$ cat src/shared/rtcw_consts.svh
// Register offsets, field positions, reset values and timing constants.
`ifndef RTCW_CONSTS_SVH
`define RTCW_CONSTS_SVH
`define RTCW_OFS_INT_EN      16'h1900
`define RTCW_OFS_UPDATE      16'h1901
`define RTCW_OFS_MS          16'h1904
`define RTCW_OFS_MS_ALM      16'h1905
`define RTCW_OFS_SEC         16'h1908
`define RTCW_OFS_SEC_ALM     16'h1909
`define RTCW_OFS_MIN         16'h190C
`define RTCW_OFS_MIN_ALM     16'h190D
`define RTCW_OFS_HOUR        16'h1910
`define RTCW_OFS_HOUR_ALM    16'h1911
`define RTCW_OFS_DAY         16'h1914
`define RTCW_OFS_DAY_ALM     16'h1915
`define RTCW_OFS_MONTH       16'h1918
`define RTCW_OFS_MONTH_ALM   16'h1919
`define RTCW_OFS_YEAR        16'h191C
`define RTCW_OFS_YEAR_ALM    16'h191D
`define RTCW_OFS_FLAGS       16'h1920
`define RTCW_OFS_NOPWR       16'h1921
`define RTCW_OFS_PER_SEL     16'h1924
`define RTCW_OFS_DRIFT       16'h1928
`define RTCW_OFS_OSC         16'h192C
`define RTCW_OFS_PWR         16'h1930
`define RTCW_OFS_SCR0        16'h1960
`define RTCW_OFS_SCR1        16'h1961
`define RTCW_OFS_SCR2        16'h1964
`define RTCW_OFS_SCR3        16'h1965
`define RTCW_IE_PER_BIT      3
`define RTCW_IE_WAKE_OUT_BIT 4
`define RTCW_FL_ALARM_BIT    0
`define RTCW_FL_PERIOD_BIT   1
`define RTCW_FL_WAKE_BIT     2
`define RTCW_PM_CORE_REG_BIT 0
`define RTCW_PM_BANDGAP_BIT  1
`define RTCW_OSC_EN_BIT      0
`define RTCW_UPD_FREEZE_BIT  0
`define RTCW_OSC_RST         16'h0001
`define RTCW_NOPWR_RST       16'h0001
`define RTCW_BCD_ONE         8'h01
`define RTCW_MS_ACC_STEP     17'h003E8
`define RTCW_MS_ACC_BASE     17'h08000
`endif

$ cat src/shared/rtcw_pkg.sv
// Types shared by the always-on calendar block.
package rtcw_pkg;
  typedef enum logic [2:0] {
    rtcw_st_idle  = 3'b001,
    rtcw_st_tick1 = 3'b010,
    rtcw_st_tick2 = 3'b100
  } rtcw_sync_t;
endpackage : rtcw_pkg

$ cat src/logic/rtcw_core.sv
// Always-on BCD calendar with alarms, periodic events and wake control.
`timescale 1ns/1ns
`include "rtcw_consts.svh"
module rtcw_core (
  // Clock and clock-supply power-on reset
  input  wire logic        i_sys_clk,
  input  wire logic        i_sys_rst,
  // Crystal and core power
  input  wire logic        i_xtal_clk,
  input  wire logic        i_core_pgood,
  // Memory-mapped register port
  input  wire logic [15:0] i_reg_addr,
  input  wire logic        i_reg_wr,
  input  wire logic        i_reg_rd,
  input  wire logic [15:0] i_reg_wdata,
  output logic      [15:0] o_reg_rdata,
  output logic             o_reg_ready,
  // Wake pin and system control
  input  wire logic        i_wake_in,
  output logic             o_wake_out,
  output logic             o_wake_oe,
  output logic             o_irq,
  output logic             o_core_reg_off,
  output logic             o_isolate,
  output logic             o_sys_reset
);

  logic             xs1_ff, xs2_ff, xs3_ff;
  logic             ws1_ff, ws2_ff, wake_t_ff;
  logic             tick;
  rtcw_pkg::rtcw_sync_t st_ff;
  logic      [15:0] pa_ff, pd_ff;
  logic             wr_acc, osc_wr, apply, pend_time;
  logic      [15:0] ie_ff, upd_ff, flags_ff, nopwr_ff, per_ff, drift_ff;
  logic      [15:0] osc_ff, pwr_ff;
  logic      [15:0] scr_ff [4];
  logic      [11:0] ms_ff, ms_alm_ff, nxt_ms;
  logic       [7:0] sec_ff, min_ff, hour_ff, date_ff, mon_ff, year_ff;
  logic       [7:0] nxt_sec, nxt_min, nxt_hour, nxt_date, nxt_mon, nxt_year;
  logic       [2:0] wday_ff, nxt_wday;
  logic      [15:0] sec_alm_ff, min_alm_ff, hour_alm_ff, day_alm_ff;
  logic      [15:0] mon_alm_ff, year_alm_ff;
  logic      [16:0] acc_ff, acc_sum, acc_thr;
  logic             ms_step, step_ok, c_sec, c_min, c_hour, c_day, c_mon;
  logic             alarm_hit, per_hit, wake_hit;
  logic             iso_ff, pgood_d_ff;
  logic      [15:0] rdata_ff;

  function automatic logic [7:0] bcd_inc(input logic [7:0] v);
    if (v[3:0] == 4'h9) begin
      bcd_inc = {v[7:4] + 4'h1, 4'h0};
    end else begin
      bcd_inc = {v[7:4], v[3:0] + 4'h1};
    end
  endfunction : bcd_inc

  // Years 00..99 stand for 2000..2099, so every year divisible by 4 leaps.
  function automatic logic is_leap(input logic [7:0] y);
    is_leap = (!y[4] && (y[3:0] == 4'h0 || y[3:0] == 4'h4 ||
                         y[3:0] == 4'h8)) ||
              (y[4] && (y[3:0] == 4'h2 || y[3:0] == 4'h6));
  endfunction : is_leap

  function automatic logic [7:0] last_day(input logic [7:0] m,
                                          input logic [7:0] y);
    case (m)
      8'h02:                      last_day = is_leap(y) ? 8'h29 : 8'h28;
      8'h04, 8'h06, 8'h09, 8'h11: last_day = 8'h30;
      default:                    last_day = 8'h31;
    endcase
  endfunction : last_day

  // The crystal is sampled as a level; the second and third stages form the rising-edge tick.
  always_ff @(posedge i_sys_clk) begin
    if (i_sys_rst) begin
      xs1_ff <= 1'b0;
      xs2_ff <= 1'b0;
      xs3_ff <= 1'b0;
    end else begin
      xs1_ff <= i_xtal_clk;
      xs2_ff <= xs1_ff;
      xs3_ff <= xs2_ff;
    end
  end

  // A stopped oscillator gives no ticks, so time and pending writes freeze.
  assign tick = xs2_ff && !xs3_ff && osc_ff[`RTCW_OSC_EN_BIT];

  // Isolation follows power-good; its rise asks for a system reset.
  always_ff @(posedge i_sys_clk) begin
    if (i_sys_rst) begin
      iso_ff     <= 1'b1;
      pgood_d_ff <= 1'b0;
    end else begin
      iso_ff     <= !i_core_pgood;
      pgood_d_ff <= i_core_pgood;
    end
  end

  assign o_isolate   = iso_ff;
  assign o_sys_reset = i_core_pgood && !pgood_d_ff;

  // Write synchroniser: a write waits for two crystal ticks. The
  // oscillator register bypasses it, else a stopped crystal locks it out.
  assign o_reg_ready = (st_ff == rtcw_pkg::rtcw_st_idle) && !iso_ff;
  assign osc_wr = i_reg_wr && o_reg_ready && i_reg_addr == `RTCW_OFS_OSC;
  assign wr_acc = i_reg_wr && o_reg_ready && !osc_wr &&
                  osc_ff[`RTCW_OSC_EN_BIT];
  assign apply  = (st_ff == rtcw_pkg::rtcw_st_tick2) && tick;

  always_ff @(posedge i_sys_clk) begin
    if (i_sys_rst) begin
      st_ff <= rtcw_pkg::rtcw_st_idle;
      pa_ff <= 16'h0000;
      pd_ff <= 16'h0000;
    end else begin
      case (st_ff)
        rtcw_pkg::rtcw_st_idle: begin
          if (wr_acc) begin
            st_ff <= rtcw_pkg::rtcw_st_tick1;
            pa_ff <= i_reg_addr;
            pd_ff <= i_reg_wdata;
          end
        end
        rtcw_pkg::rtcw_st_tick1: begin
          if (tick) begin
            st_ff <= rtcw_pkg::rtcw_st_tick2;
          end
        end
        rtcw_pkg::rtcw_st_tick2: begin
          if (tick) begin
            st_ff <= rtcw_pkg::rtcw_st_idle;
          end
        end
        default: st_ff <= rtcw_pkg::rtcw_st_idle;
      endcase
    end
  end

  // Millisecond divider: 1000 counts per 32768 ticks plus signed drift.
  always_comb begin
    acc_thr = `RTCW_MS_ACC_BASE + {drift_ff[15], drift_ff};
    acc_sum = acc_ff + `RTCW_MS_ACC_STEP;
    ms_step = tick && (acc_sum >= acc_thr);
  end

  always_ff @(posedge i_sys_clk) begin
    if (i_sys_rst) begin
      acc_ff <= 17'h00000;
    end else if (tick) begin
      acc_ff <= ms_step ? acc_sum - acc_thr : acc_sum;
    end
  end

  // A write to a time field holds the whole count for that tick.
  assign pend_time = pa_ff == `RTCW_OFS_MS  || pa_ff == `RTCW_OFS_SEC ||
                     pa_ff == `RTCW_OFS_MIN || pa_ff == `RTCW_OFS_HOUR ||
                     pa_ff == `RTCW_OFS_DAY || pa_ff == `RTCW_OFS_MONTH ||
                     pa_ff == `RTCW_OFS_YEAR;
  assign step_ok = ms_step && !upd_ff[`RTCW_UPD_FREEZE_BIT] &&
                   !(apply && pend_time);

  always_comb begin
    c_sec  = step_ok && ms_ff == 12'h999;
    c_min  = c_sec && sec_ff == 8'h59;
    c_hour = c_min && min_ff == 8'h59;
    c_day  = c_hour && hour_ff == 8'h23;
    c_mon  = c_day && date_ff == last_day(mon_ff, year_ff);
    nxt_ms = (ms_ff[7:0] == 8'h99) ? {ms_ff[11:8] + 4'h1, 8'h00}
                                   : {ms_ff[11:8], bcd_inc(ms_ff[7:0])};
    nxt_ms   = c_sec ? 12'h000 : nxt_ms;
    nxt_sec  = (sec_ff == 8'h59) ? 8'h00 : bcd_inc(sec_ff);
    nxt_min  = (min_ff == 8'h59) ? 8'h00 : bcd_inc(min_ff);
    nxt_hour = (hour_ff == 8'h23) ? 8'h00 : bcd_inc(hour_ff);
    nxt_wday = (wday_ff == 3'h7) ? 3'h1 : wday_ff + 3'h1;
    nxt_date = c_mon ? `RTCW_BCD_ONE : bcd_inc(date_ff);
    nxt_mon  = (mon_ff == 8'h12) ? `RTCW_BCD_ONE : bcd_inc(mon_ff);
    nxt_year = (year_ff == 8'h99) ? 8'h00 : bcd_inc(year_ff);
  end

  // Calendar counters: a pending write loads, otherwise the count steps.
  always_ff @(posedge i_sys_clk) begin
    if (i_sys_rst) begin
      ms_ff   <= 12'h000;
      sec_ff  <= 8'h00;
      min_ff  <= 8'h00;
      hour_ff <= 8'h00;
      date_ff <= `RTCW_BCD_ONE;
      wday_ff <= 3'h1;
      mon_ff  <= `RTCW_BCD_ONE;
      year_ff <= 8'h00;
    end else if (apply && pend_time) begin
      if (pa_ff == `RTCW_OFS_MS)    ms_ff   <= pd_ff[11:0];
      if (pa_ff == `RTCW_OFS_SEC)   sec_ff  <= pd_ff[7:0];
      if (pa_ff == `RTCW_OFS_MIN)   min_ff  <= pd_ff[7:0];
      if (pa_ff == `RTCW_OFS_HOUR)  hour_ff <= pd_ff[7:0];
      if (pa_ff == `RTCW_OFS_DAY) begin
        date_ff <= pd_ff[7:0];
        wday_ff <= pd_ff[10:8];
      end
      if (pa_ff == `RTCW_OFS_MONTH) mon_ff  <= pd_ff[7:0];
      if (pa_ff == `RTCW_OFS_YEAR)  year_ff <= pd_ff[7:0];
    end else if (step_ok) begin
      ms_ff <= nxt_ms;
      if (c_sec)  sec_ff  <= nxt_sec;
      if (c_min)  min_ff  <= nxt_min;
      if (c_hour) hour_ff <= nxt_hour;
      if (c_day) begin
        date_ff <= nxt_date;
        wday_ff <= nxt_wday;
      end
      if (c_mon)  mon_ff  <= nxt_mon;
      if (c_mon && mon_ff == 8'h12) year_ff <= nxt_year;
    end
  end

  // Alarm levels compare ever more fields; week level uses the weekday.
  always_comb begin
    case (ie_ff[2:0])
      3'h1: alarm_hit = nxt_ms == ms_alm_ff && sec_ff == sec_alm_ff[7:0];
      3'h2: alarm_hit = nxt_ms == ms_alm_ff && sec_ff == sec_alm_ff[7:0] &&
                        min_ff == min_alm_ff[7:0];
      3'h3: alarm_hit = nxt_ms == ms_alm_ff && sec_ff == sec_alm_ff[7:0] &&
                        min_ff == min_alm_ff[7:0] &&
                        hour_ff == hour_alm_ff[7:0];
      3'h4: alarm_hit = nxt_ms == ms_alm_ff && sec_ff == sec_alm_ff[7:0] &&
                        min_ff == min_alm_ff[7:0] &&
                        hour_ff == hour_alm_ff[7:0] &&
                        date_ff == day_alm_ff[7:0];
      3'h5: alarm_hit = nxt_ms == ms_alm_ff && sec_ff == sec_alm_ff[7:0] &&
                        min_ff == min_alm_ff[7:0] &&
                        hour_ff == hour_alm_ff[7:0] &&
                        wday_ff == day_alm_ff[10:8];
      default: alarm_hit = 1'b0;
    endcase
    alarm_hit = alarm_hit && step_ok && !c_sec;
    case (per_ff[2:0])
      3'h1:    per_hit = step_ok;
      3'h2:    per_hit = c_sec;
      3'h3:    per_hit = c_min;
      3'h4:    per_hit = c_hour;
      3'h5:    per_hit = c_day;
      default: per_hit = 1'b0;
    endcase
    per_hit = per_hit && ie_ff[`RTCW_IE_PER_BIT];
  end

  // Wake pin is sampled on crystal ticks, so a pulse of one period is seen.
  always_ff @(posedge i_sys_clk) begin
    if (i_sys_rst) begin
      ws1_ff    <= 1'b0;
      ws2_ff    <= 1'b0;
      wake_t_ff <= 1'b0;
    end else begin
      ws1_ff <= i_wake_in;
      ws2_ff <= ws1_ff;
      if (tick) begin
        wake_t_ff <= ws2_ff;
      end
    end
  end

  assign wake_hit = tick && ws2_ff && !wake_t_ff && !o_wake_oe;

  // Event flags: hardware set wins over a write-one clear in the same tick.
  always_ff @(posedge i_sys_clk) begin
    if (i_sys_rst) begin
      flags_ff <= 16'h0000;
    end else begin
      if (apply && pa_ff == `RTCW_OFS_FLAGS) begin
        flags_ff <= flags_ff & ~pd_ff;
      end
      if (alarm_hit) flags_ff[`RTCW_FL_ALARM_BIT]  <= 1'b1;
      if (per_hit)   flags_ff[`RTCW_FL_PERIOD_BIT] <= 1'b1;
      if (wake_hit)  flags_ff[`RTCW_FL_WAKE_BIT]   <= 1'b1;
    end
  end

  assign o_irq = |flags_ff[2:0];
  assign o_wake_oe  = ie_ff[`RTCW_IE_WAKE_OUT_BIT] &&
                      |flags_ff[1:0];
  assign o_wake_out = o_wake_oe;

  // Control and update clear while the core is off; all else keeps state.
  always_ff @(posedge i_sys_clk) begin
    if (i_sys_rst) begin
      ie_ff  <= 16'h0000;
      upd_ff <= 16'h0000;
    end else if (iso_ff) begin
      ie_ff  <= 16'h0000;
      upd_ff <= 16'h0000;
    end else if (apply) begin
      if (pa_ff == `RTCW_OFS_INT_EN) ie_ff  <= pd_ff;
      if (pa_ff == `RTCW_OFS_UPDATE) upd_ff <= pd_ff;
    end
  end

  // Held registers: only the clock-supply reset clears them.
  always_ff @(posedge i_sys_clk) begin
    if (i_sys_rst) begin
      ms_alm_ff   <= 12'h000;
      sec_alm_ff  <= 16'h0000;
      min_alm_ff  <= 16'h0000;
      hour_alm_ff <= 16'h0000;
      day_alm_ff  <= 16'h0000;
      mon_alm_ff  <= 16'h0000;
      year_alm_ff <= 16'h0000;
      per_ff      <= 16'h0000;
      drift_ff    <= 16'h0000;
      nopwr_ff    <= `RTCW_NOPWR_RST;
    end else if (apply) begin
      case (pa_ff)
        `RTCW_OFS_MS_ALM:    ms_alm_ff   <= pd_ff[11:0];
        `RTCW_OFS_SEC_ALM:   sec_alm_ff  <= pd_ff;
        `RTCW_OFS_MIN_ALM:   min_alm_ff  <= pd_ff;
        `RTCW_OFS_HOUR_ALM:  hour_alm_ff <= pd_ff;
        `RTCW_OFS_DAY_ALM:   day_alm_ff  <= pd_ff;
        `RTCW_OFS_MONTH_ALM: mon_alm_ff  <= pd_ff;
        `RTCW_OFS_YEAR_ALM:  year_alm_ff <= pd_ff;
        `RTCW_OFS_PER_SEL:   per_ff      <= pd_ff;
        `RTCW_OFS_DRIFT:     drift_ff    <= pd_ff;
        `RTCW_OFS_NOPWR:     nopwr_ff    <= nopwr_ff & ~pd_ff;
        default: ;
      endcase
    end
  end

  // Scratch words survive everything except loss of the clock supply.
  for (genvar g = 0; g < 4; g++) begin : g_scr
    localparam logic [15:0] OFS = (g == 0) ? `RTCW_OFS_SCR0 :
                                  (g == 1) ? `RTCW_OFS_SCR1 :
                                  (g == 2) ? `RTCW_OFS_SCR2 : `RTCW_OFS_SCR3;
    always_ff @(posedge i_sys_clk) begin
      if (i_sys_rst) begin
        scr_ff[g] <= 16'h0000;
      end else if (apply && pa_ff == OFS) begin
        scr_ff[g] <= pd_ff;
      end
    end
  end

  // Oscillator and power control; a wake event restores the regulator.
  always_ff @(posedge i_sys_clk) begin
    if (i_sys_rst) begin
      osc_ff <= `RTCW_OSC_RST;
      pwr_ff <= 16'h0000;
    end else begin
      if (osc_wr) begin
        osc_ff <= i_reg_wdata;
      end
      if (wake_hit || (o_wake_oe && ws2_ff)) begin
        pwr_ff[`RTCW_PM_CORE_REG_BIT] <= 1'b0;
        pwr_ff[`RTCW_PM_BANDGAP_BIT]  <= 1'b0;
      end else if (apply && pa_ff == `RTCW_OFS_PWR) begin
        pwr_ff <= pd_ff;
      end
    end
  end

  assign o_core_reg_off = pwr_ff[`RTCW_PM_CORE_REG_BIT] ||
                          pwr_ff[`RTCW_PM_BANDGAP_BIT];

  // Read port: isolated or unmapped reads return zero.
  always_ff @(posedge i_sys_clk) begin
    if (i_sys_rst) begin
      rdata_ff <= 16'h0000;
    end else if (i_reg_rd) begin
      if (iso_ff) begin
        rdata_ff <= 16'h0000;
      end else begin
        case (i_reg_addr)
          `RTCW_OFS_INT_EN:    rdata_ff <= ie_ff;
          `RTCW_OFS_UPDATE:    rdata_ff <= upd_ff;
          `RTCW_OFS_MS:        rdata_ff <= {4'h0, ms_ff};
          `RTCW_OFS_MS_ALM:    rdata_ff <= {4'h0, ms_alm_ff};
          `RTCW_OFS_SEC:       rdata_ff <= {8'h00, sec_ff};
          `RTCW_OFS_SEC_ALM:   rdata_ff <= sec_alm_ff;
          `RTCW_OFS_MIN:       rdata_ff <= {8'h00, min_ff};
          `RTCW_OFS_MIN_ALM:   rdata_ff <= min_alm_ff;
          `RTCW_OFS_HOUR:      rdata_ff <= {8'h00, hour_ff};
          `RTCW_OFS_HOUR_ALM:  rdata_ff <= hour_alm_ff;
          `RTCW_OFS_DAY:       rdata_ff <= {5'h00, wday_ff, date_ff};
          `RTCW_OFS_DAY_ALM:   rdata_ff <= day_alm_ff;
          `RTCW_OFS_MONTH:     rdata_ff <= {8'h00, mon_ff};
          `RTCW_OFS_MONTH_ALM: rdata_ff <= mon_alm_ff;
          `RTCW_OFS_YEAR:      rdata_ff <= {8'h00, year_ff};
          `RTCW_OFS_YEAR_ALM:  rdata_ff <= year_alm_ff;
          `RTCW_OFS_FLAGS:     rdata_ff <= flags_ff;
          `RTCW_OFS_NOPWR:     rdata_ff <= nopwr_ff;
          `RTCW_OFS_PER_SEL:   rdata_ff <= per_ff;
          `RTCW_OFS_DRIFT:     rdata_ff <= drift_ff;
          `RTCW_OFS_OSC:       rdata_ff <= osc_ff;
          `RTCW_OFS_PWR:       rdata_ff <= pwr_ff;
          `RTCW_OFS_SCR0:      rdata_ff <= scr_ff[0];
          `RTCW_OFS_SCR1:      rdata_ff <= scr_ff[1];
          `RTCW_OFS_SCR2:      rdata_ff <= scr_ff[2];
          `RTCW_OFS_SCR3:      rdata_ff <= scr_ff[3];
          default:             rdata_ff <= 16'h0000;
        endcase
      end
    end
  end

  assign o_reg_rdata = rdata_ff;
endmodule : rtcw_core

$ cat config.mk
export PLATFORM = sky130hd
export DESIGN_NAME = rtcw_core
export DESIGN_NICKNAME = d
export VERILOG_FILES = /design/src/shared/rtcw_pkg.sv /design/src/logic/rtcw_core.sv
export VERILOG_INCLUDE_DIRS = /design/src /design/src/shared
export SDC_FILE = /design/constraint.sdc
export NUM_CORES = 1
export LEC_CHECK = 0
export ABC_CLOCK_PERIOD_IN_PS = 6700
export BUFFER_PORTS_ARGS = -buffer_cell sky130_fd_sc_hd__clkbuf_2
export CAP_MARGIN = 5
export CORE_MARGIN = 4
export CORE_UTILIZATION = 46
export CTS_CLUSTER_SIZE = 40
export DETAILED_ROUTE_END_ITERATION = 10
export PLACE_DENSITY = 0.63
export SETUP_SLACK_MARGIN = 0.2
export SLEW_MARGIN = 20
export SYNTH_ARGS = -nofsm -noshare
export SYNTH_HDL_FRONTEND = slang
export SYNTH_SLANG_ARGS = --single-unit
$ cat constraint.sdc
create_clock -name i_sys_clk -period 6.7 [get_ports i_sys_clk]
set_input_delay 0.335 -clock i_sys_clk [delete_from_list [all_inputs] [get_ports i_sys_clk]]
set_output_delay 0.335 -clock i_sys_clk [all_outputs]
set_load 0.01 [all_outputs]
==> results of run 1 <==
worst reg2reg max path, cell delays in order, from the launching register on:
cell,delay (ns)
dfxtp_1,0.35
ha_1,0.27
nor3_1,0.26
nand2_1,0.14
or2_2,0.35
nand2_1,0.10
xnor2_1,0.15
ha_1,0.33
o21ai_0,0.25
o211ai_1,0.13
o211a_1,0.15
or4_4,0.55
a2111oi_4,0.63
buf_4,0.31
nor4_1,0.08
buf_4,0.19
a31oi_1,0.39
o21ai_0,0.15
a21oi_1,0.15
cells in the final DEF, fill, tap and decap left out, types with 52 or more instances in the layout:
cell	count
a21oi_1	298
a221oi_1	53
and2_1	72
buf_4	52
clkbuf_2	60
dfxtp_1	375
edfxtp_1	64
mux2i_1	88
nand2_1	532
nor2_1	164
o21ai_0	80
logic make-up (layout without fill, tap and decap cells):
family | after synthesis | in the layout | synth area share [%]
muxes | 94 | 94 | 4.32
AOI/OAI and AO/OA | 671 | 671 | 20.1
buffers and inverters | 234 | 281 | 4.25
xor gates and xnor gates | 75 | 75 | 3.03
and+or+nand+nor | 1064 | 1064 | 22.7
DFF | 439 | 439 | 43.0
other | 0 | 1 | 0
adders and majority gates | 46 | 46 | 2.66
power groups by stage:
stage | clock, uW | sequential [uW] | combinational [uW]
after global placement | 0 | 2790 | 315
after CTS | 2690 | 2740 | 332
after floorplan | 0 | 2770 | 235
after detailed placement | 0 | 2790 | 318
after global routing | 2800 | 2740 | 364
final | 2670 | 2740 | 339
layout make-up:
cell class | instances | area [um^2] | share of cell area, %
diodes | 1 | 2.50 | 0.0101
clock buffers | 73 | 1410 | 5.70
clock inverters | 13 | 156 | 0.634
inverters | 54 | 203 | 0.822
multi-input cells | 1950 | 11700 | 47.5
flip-flops and latches | 439 | 9430 | 38.2
well taps | 607 | 759 | 3.08
repair buffers | 141 | 987 | 4.00
flip-flops by register name, summed over array words and instances (netlist names), 12 cells and up:
register and flops:
pa_ff 16, drift_ff 16, per_ff 16, ie_ff 16, pwr_ff 16, hour_alm_ff 16, scr_ff 64, upd_ff 16
ms_ff 12, year_alm_ff 16, day_alm_ff 16, min_alm_ff 16, osc_ff 16, mon_alm_ff 16, pd_ff 16, flags_ff 16
sec_alm_ff 16, ms_alm_ff 12, acc_ff 17, nopwr_ff 16, o_reg_rdata 16
path summary, 6_finish.rpt:
path                              from                        end  slack [ns]  depth (start not counted)
max reg2reg     acc_ff[3]$_SDFFE_PP0P_     min_ff[7]$_SDFFE_PP0P_        1.68                         18
min                      i_reg_addr[3]      pa_ff[3]$_SDFFE_PP0P_        0.06                          3
min reg2reg  flags_ff[15]$_SDFFE_PP0P_  flags_ff[15]$_SDFFE_PP0P_        0.43                          2
max             acc_ff[3]$_SDFFE_PP0P_     min_ff[7]$_SDFFE_PP0P_        1.68                         18
metal layers:
metal / part of all wire (%) / vias to the layer above / global-route usage (%) / wire length, um
met5: 0 / - / 0 / 0
met1: 41 / 10000 / 44.2 / 34600
li1: - / 9369 / - / -
met4: 5.0 / 0 / 14.1 / 4260
met3: 11 / 254 / 6.98 / 9620
met2: 43 / 1271 / 49.0 / 36600
what timing repair did:
| item | CTS | global route |
|---|---|---|
| buffers inserted | 0 | 0 |
| hold endpoints to repair | 43 | 0 |
| hold buffers | 27 | 0 |
| resized for setup | 0 | 0 |
per-stage QoR:
| step | cells | utilization (%) | setup slack (ns) | hold slack (ns) |
|---|---|---|---|---|
| 5_1_grt | 3277 | 52.7 | 1.43 | 0.0563 |
| 6_report | 3278 | 52.7 | 1.68 | 0.0552 |
| 3_3_place_gp | 3163 | 48.7 | 1.89 | 0.417 |
| 3_5_place_dp | 3163 | 48.7 | 1.76 | 0.423 |
| 4_1_cts | 3276 | 52.6 | 1.76 | 0.0283 |
| 2_1_floorplan | 2623 | - | 2.63 | 0.410 |
==> run metrics, run 1 <==
status completed; Pint approximately 4300 uW; WL final between 80000 and 90000 um; Std-Cell Rows 79; cell taking the most area after synthesis dfxtp_1; Overall Power ~5700 uW; DR vias 20900; CTS H-tree depth 2; top cells by count, synth nand2_1, dfxtp_1, a21oi_1; worst hold path type input pin to register; Switch Pwr 1400 uW; synthesis-stage register bit count between 400 and 500; Slew Limit Headroom 18.7%; CTS sink cnt 439; max incr delay on CP ~0.63 ns; Via density roughly 6.4; Setup crit end kind register; Clock Latency Late Sink roughly 0.61 ns; Final Instance Area between 20000 and 25000 um^2; WL per Instance about 26 um; Layout Area Growth over Synthesis 12.4%; vias in the first global route approximately 19000; count of final setup violators 0; CTS tree built; Synth cell types 100; share of layout cells above drive strength 1 slightly below 10%; f_max about 200 MHz; Setup Total Neg Slack 0 ns; required time worst endpoint around 7.2 ns; Setup CP Type register to register; GRT overflow 0; slowest CP cell a2111oi_4; switching share of total power ~24%; Final Max Slew Viols 0; placer congestion estimate 1.02; placed cell areas approximately 23000 um^2; Top FF cell, synth dfxtp_1; Tmin final between 5 and 6 ns; synth warn 0; Pwr per Cell Area 233 nW/um^2; clk root buf clkbuf_16; CP Max Fanout 7; # IOs 62; Final period util roughly 75%; Final Net Count approximately 2700; die area around 50000 um^2; cts bufs inserted 47; Cell Chain, Critical Path ha_1, nor3_1, nand2_1, or2_2, nand2_1, xnor2_1, ha_1, o21ai_0, o211ai_1, o211a_1, or4_4, a2111oi_4, buf_4, nor4_1, buf_4, a31oi_1, o21ai_0, a21oi_1; Worst Path Buf+Inv 2; DR iter-0 viols approximately 2800; EDFF count, synth between 60 and 70; Worst IR Drop VDD roughly 0.17 mV; cell family with most CP delay compound AO/OA/AOI/OAI gates; Syn Nets 2708; sequential fraction of the synthesis area between 40% and 50%; DRC 0; antenna violations before repair 3; cell with the most instances after synthesis nand2_1; Clock Power Share a little under half; Comb pwr share 5.9%; slew at the pin with the worst max-slew slack between 1 and 1.5 ns; crit path launch type register; synthesized area roughly 22000 um^2; die height about 230 um; unrepaired setup endpoints after global routing no; port bufs 61; first-pass GRT wire length 125000 um; Layout Skew about 0.031 ns; Placeable Area 46900 um^2; CTS max path bufs 3; pin count of the biggest net entering global routing between 90 and 100; P_leak just under 0.009 uW; CP arrival ~5.5 ns; Post-DRT Antenna Nets 0; post-synthesis cell count roughly 2600; syn_area_per_cell about 8.4 um^2; gr usage total 32.2%; FILL cells 4381; share of the synthesized area in the top cell type 34.2%; Max Cap Viol 0; post-DP HPWL 57100 um; final hold vios 0; Synth area leaders dfxtp_1, nand2_1, edfxtp_1, a21oi_1, mux2i_1; first drt pass iteration count 6; Sequential Power Share between 40 and 50%; Clk pin slew, worst setup/hold paths approximately 0.060 ns; starting density of the core ~47%; Post-synth ARST share 0%; Die Span X between 200 and 250 um
No activity file was read; power rests on OpenSTA's default activity.
==> run 2, diff against run 1 <==
--- a/config.mk
+++ b/config.mk
@@ -6,7 +6,8 @@
 export SDC_FILE = /design/constraint.sdc
 export NUM_CORES = 1
 export LEC_CHECK = 0
-export ABC_CLOCK_PERIOD_IN_PS = 6700
+export ABC_AREA = 1
+export ABC_CLOCK_PERIOD_IN_PS = 4960
 export BUFFER_PORTS_ARGS = -buffer_cell sky130_fd_sc_hd__clkbuf_2
 export CAP_MARGIN = 5
 export CORE_MARGIN = 4
==> constraint.sdc (replaced) <==
create_clock -name i_sys_clk -period 4.96 [get_ports i_sys_clk]
set_input_delay 0.248 -clock i_sys_clk [delete_from_list [all_inputs] [get_ports i_sys_clk]]
set_output_delay 0.248 -clock i_sys_clk [all_outputs]
set_load 0.01 [all_outputs]
==> run 2 against run 1 <==
Utilization down 0.051 points. Sequential power up 37%. Design area about the same. Critical path type unchanged. Largest power group unchanged. Highest routed layer unchanged.
==> run metrics, run 2 <==
status completed; cell taking the most area after synthesis dfxtp_1; slew at the pin with the worst max-slew slack 1.11 ns (-0.104 ns); sequential fraction of the synthesis area 42.9% (about the same); Worst IR Drop VDD 0.265 mV (+53%); post-synthesis cell count 2916 (+11%); share of the synthesized area in the top cell type 34.2% (about the same); CP Max Fanout 15 (+8); top cells by count, synth inv_1, dfxtp_1, o21ai_0; Final Net Count 3024 (+11%); most used cell, CP nand2_1; Max Cap Viol 0 (unchanged); Synth cell types 58 (-42%); dpl cells 3460 (+9.4%); crit path launch type register; CP arrival 4.56 ns (-0.98 ns); CTS tree built; cts bufs inserted 49 (+4.3%); max reg flops 64 (unchanged); synthesized area 22000 um^2 (about the same); Die Span X 226 um (about the same); top flop regs scr_ff: 64 flops, acc_ff: 17 flops; CTS H-tree depth 2 (unchanged); max incr delay on CP 0.34 ns (-0.29 ns); final hold vios 0 (unchanged); worst hold path type input pin to register; port bufs 61 (unchanged); die height 226 um (about the same); starting density of the core 46.9% (about the same); Final period util 82.4% (+7.5 points); Place WS 0.947 ns (-0.814 ns); post-DP HPWL 52500 um (-8.1%); most common cell after layout, fill and taps aside inv_1; vias in the first global route 19100 (-1.9%); count of final setup violators 0 (unchanged); DR vias 20800 (-0.63%); slowest CP cell ha_1; gr usage total 28.6% (-3.6 points); first-pass GRT wire length 114000 um (-8.8%); clk root buf clkbuf_16; EDFF count, synth 64 (unchanged); Synth area leaders dfxtp_1, edfxtp_1, o21ai_0, inv_1, a21oi_1; DR iter-0 viols 2719 (-4.2%); f_max 245 MHz (+23%); Most flops, register scr_ff; Top FF cell, synth dfxtp_1; Placeable Area 46900 um^2 (unchanged); Layout Skew 0.0207 ns (-0.0105 ns); share of layout cells above drive strength 1 8.26% (-1.7 points); Pwr per Cell Area 325 nW/um^2 (+40%); synth warn 0 (unchanged); Tmin final 4.09 ns (-0.934 ns); Final Instance Area 24600 um^2 (about the same); syn_area_per_cell 7.53 um^2 (-10%); post-CTS setup buffer count 0 (unchanged); CTS max path bufs 3 (unchanged); Finished Layout Cells 3585 (+9.4%); Setup CP Type register to register; GRT overflow 0 (unchanged); P_leak 0.00914 uW (+5.3%); unrepaired setup endpoints after global routing no; Layout Area Growth over Synthesis 12.3%; Cell Chain, Critical Path ha_1, inv_1, nand2_1, nor3_1, nand2_1, nand2_1, xor2_1, inv_1, ha_1, nand2_1, inv_2, nand3_2, a21oi_1, nor2_1, nand2_1, nand2_2, nand2_4, nand2_2, nor2_2, nand3_2, o21ai_2, o21ai_2, o21ai_0, a21oi_1; synthesis-stage register bit count 439 (unchanged); antenna violations before repair 0 (-3); Setup Total Neg Slack 0 ns (unchanged); placed cell areas 22700 um^2 (-0.68%); DRC 0 (unchanged); Slew Limit Headroom 25.7% (+6.9 points); Setup crit end kind register; Syn Nets 3001 (+11%); Post-synth ARST share 0% (unchanged); required time worst endpoint 5.43 ns (-1.79 ns); Final Max Slew Viols 0 (unchanged); # IOs 62 (unchanged); Setup WS post-layout 0.872 ns (-0.806 ns); first drt pass iteration count 6 (unchanged); cell with the most instances after synthesis inv_1; Clock Latency Late Sink 0.61 ns (about the same); WL final 75100 um (-12%); Post-DRT Antenna Nets 0 (unchanged); die area 51300 um^2 (about the same); placer congestion estimate 0.961 (-5.8%); pin count of the biggest net entering global routing 111 (+12%); Clk pin slew, worst setup/hold paths 0.06 ns (about the same); CTS sink cnt 439 (unchanged); Std-Cell Rows 79 (unchanged); Via density 5.79 (-9.1%); Overall Power 8010 uW (+40%); commonest cells after routing, fill and taps aside inv_1, dfxtp_1, o21ai_0; WL per Instance 20.9 um (-19%); ANT cells 0 (-1)
[run 2: changes by cell type in the layout (fill, tap and decap cells not counted), sizes merged, moves of 25 or more]
cell | before | now
o22ai | 7 | 114
and2 | 72 | 1
mux2i | 88 | 0
o21ai | 89 | 343
a211oi | 14 | 50
a22oi | 44 | 0
a221oi | 54 | 4
a22o | 25 | 0
buf | 54 | 29
nor2 | 174 | 284
nand2 | 533 | 303
nand3 | 47 | 158
inv | 53 | 422
[run 2: repair_timing]
item,in CTS,in global routing
resized for setup,0,0
endpoints found under the hold margin,50,0
hold buffers,35,0
[run 2: kinds of logic (layout without fill, tap and decap cells)]
logic type	after synthesis	count (layout)	share of synthesized area [%]
buffers and inverters	577	639	9.99
XOR/XNOR	66	66	2.63
AND/OR/NAND/NOR	887	887	18.8
flip-flops	439	439	42.9
AO/OA/AOI/OAI	901	901	23.0
adder cells (fa/ha/maj)	46	46	2.66
[run 2: stage by stage]
stage	hold slack [ns]	util [%]
floorplan	0.355	-
global placement	0.402	48.4
CTS	0.0351	52.6
finish	0.0665	52.6
detailed placement	0.415	48.4
global route	0.0856	52.6
[run 2: worst max-delay path: cells and delay by family, from the launching register on]
kind	cells	cell delay (ns)
simple gates	13	1.84
compound gates	5	0.84
fa+ha+maj	2	0.57
flops	1	0.33
buf+inv	3	0.21
xor+xnor	1	0.16
[run 2: worst paths after layout]
kind,start,endpoint,slack (ns),cells after the start
worst max-delay path,acc_ff[3]$_SDFFE_PP0P_,sec_ff[4]$_SDFFE_PP0P_,0.87,24
worst min-delay path,i_sys_rst,ws2_ff$_SDFF_PP0_,0.07,2
worst max register to register,acc_ff[3]$_SDFFE_PP0P_,sec_ff[4]$_SDFFE_PP0P_,0.87,24
worst min register to register,ws1_ff$_SDFF_PP0_,ws2_ff$_SDFF_PP0_,0.41,2
[run 2: per-layer routing]
| metal | track usage [%] | wire length (um) |
|---|---|---|
| met5 | 0 | 0 |
| met4 | 8.72 | 2220 |
| met1 | 41.5 | 33400 |
| met3 | 3.78 | 6420 |
| met2 | 44.6 | 33100 |
[run 2: final cells by class]
class,instances,area [um^2]
fill,4574,22200
multi-input combinational,1900,10400
sequential,439,9430
inverter,425,1600
clock buffer,68,1410
timing repair buffer,124,868
tap,607,759
clock inverter,22,213
[run 2: power breakdown]
part	switching, uW	total [uW]	internal [uW]
combinational	407	562	156
sequential	87.2	3750	3670
clock	1550	3700	2140
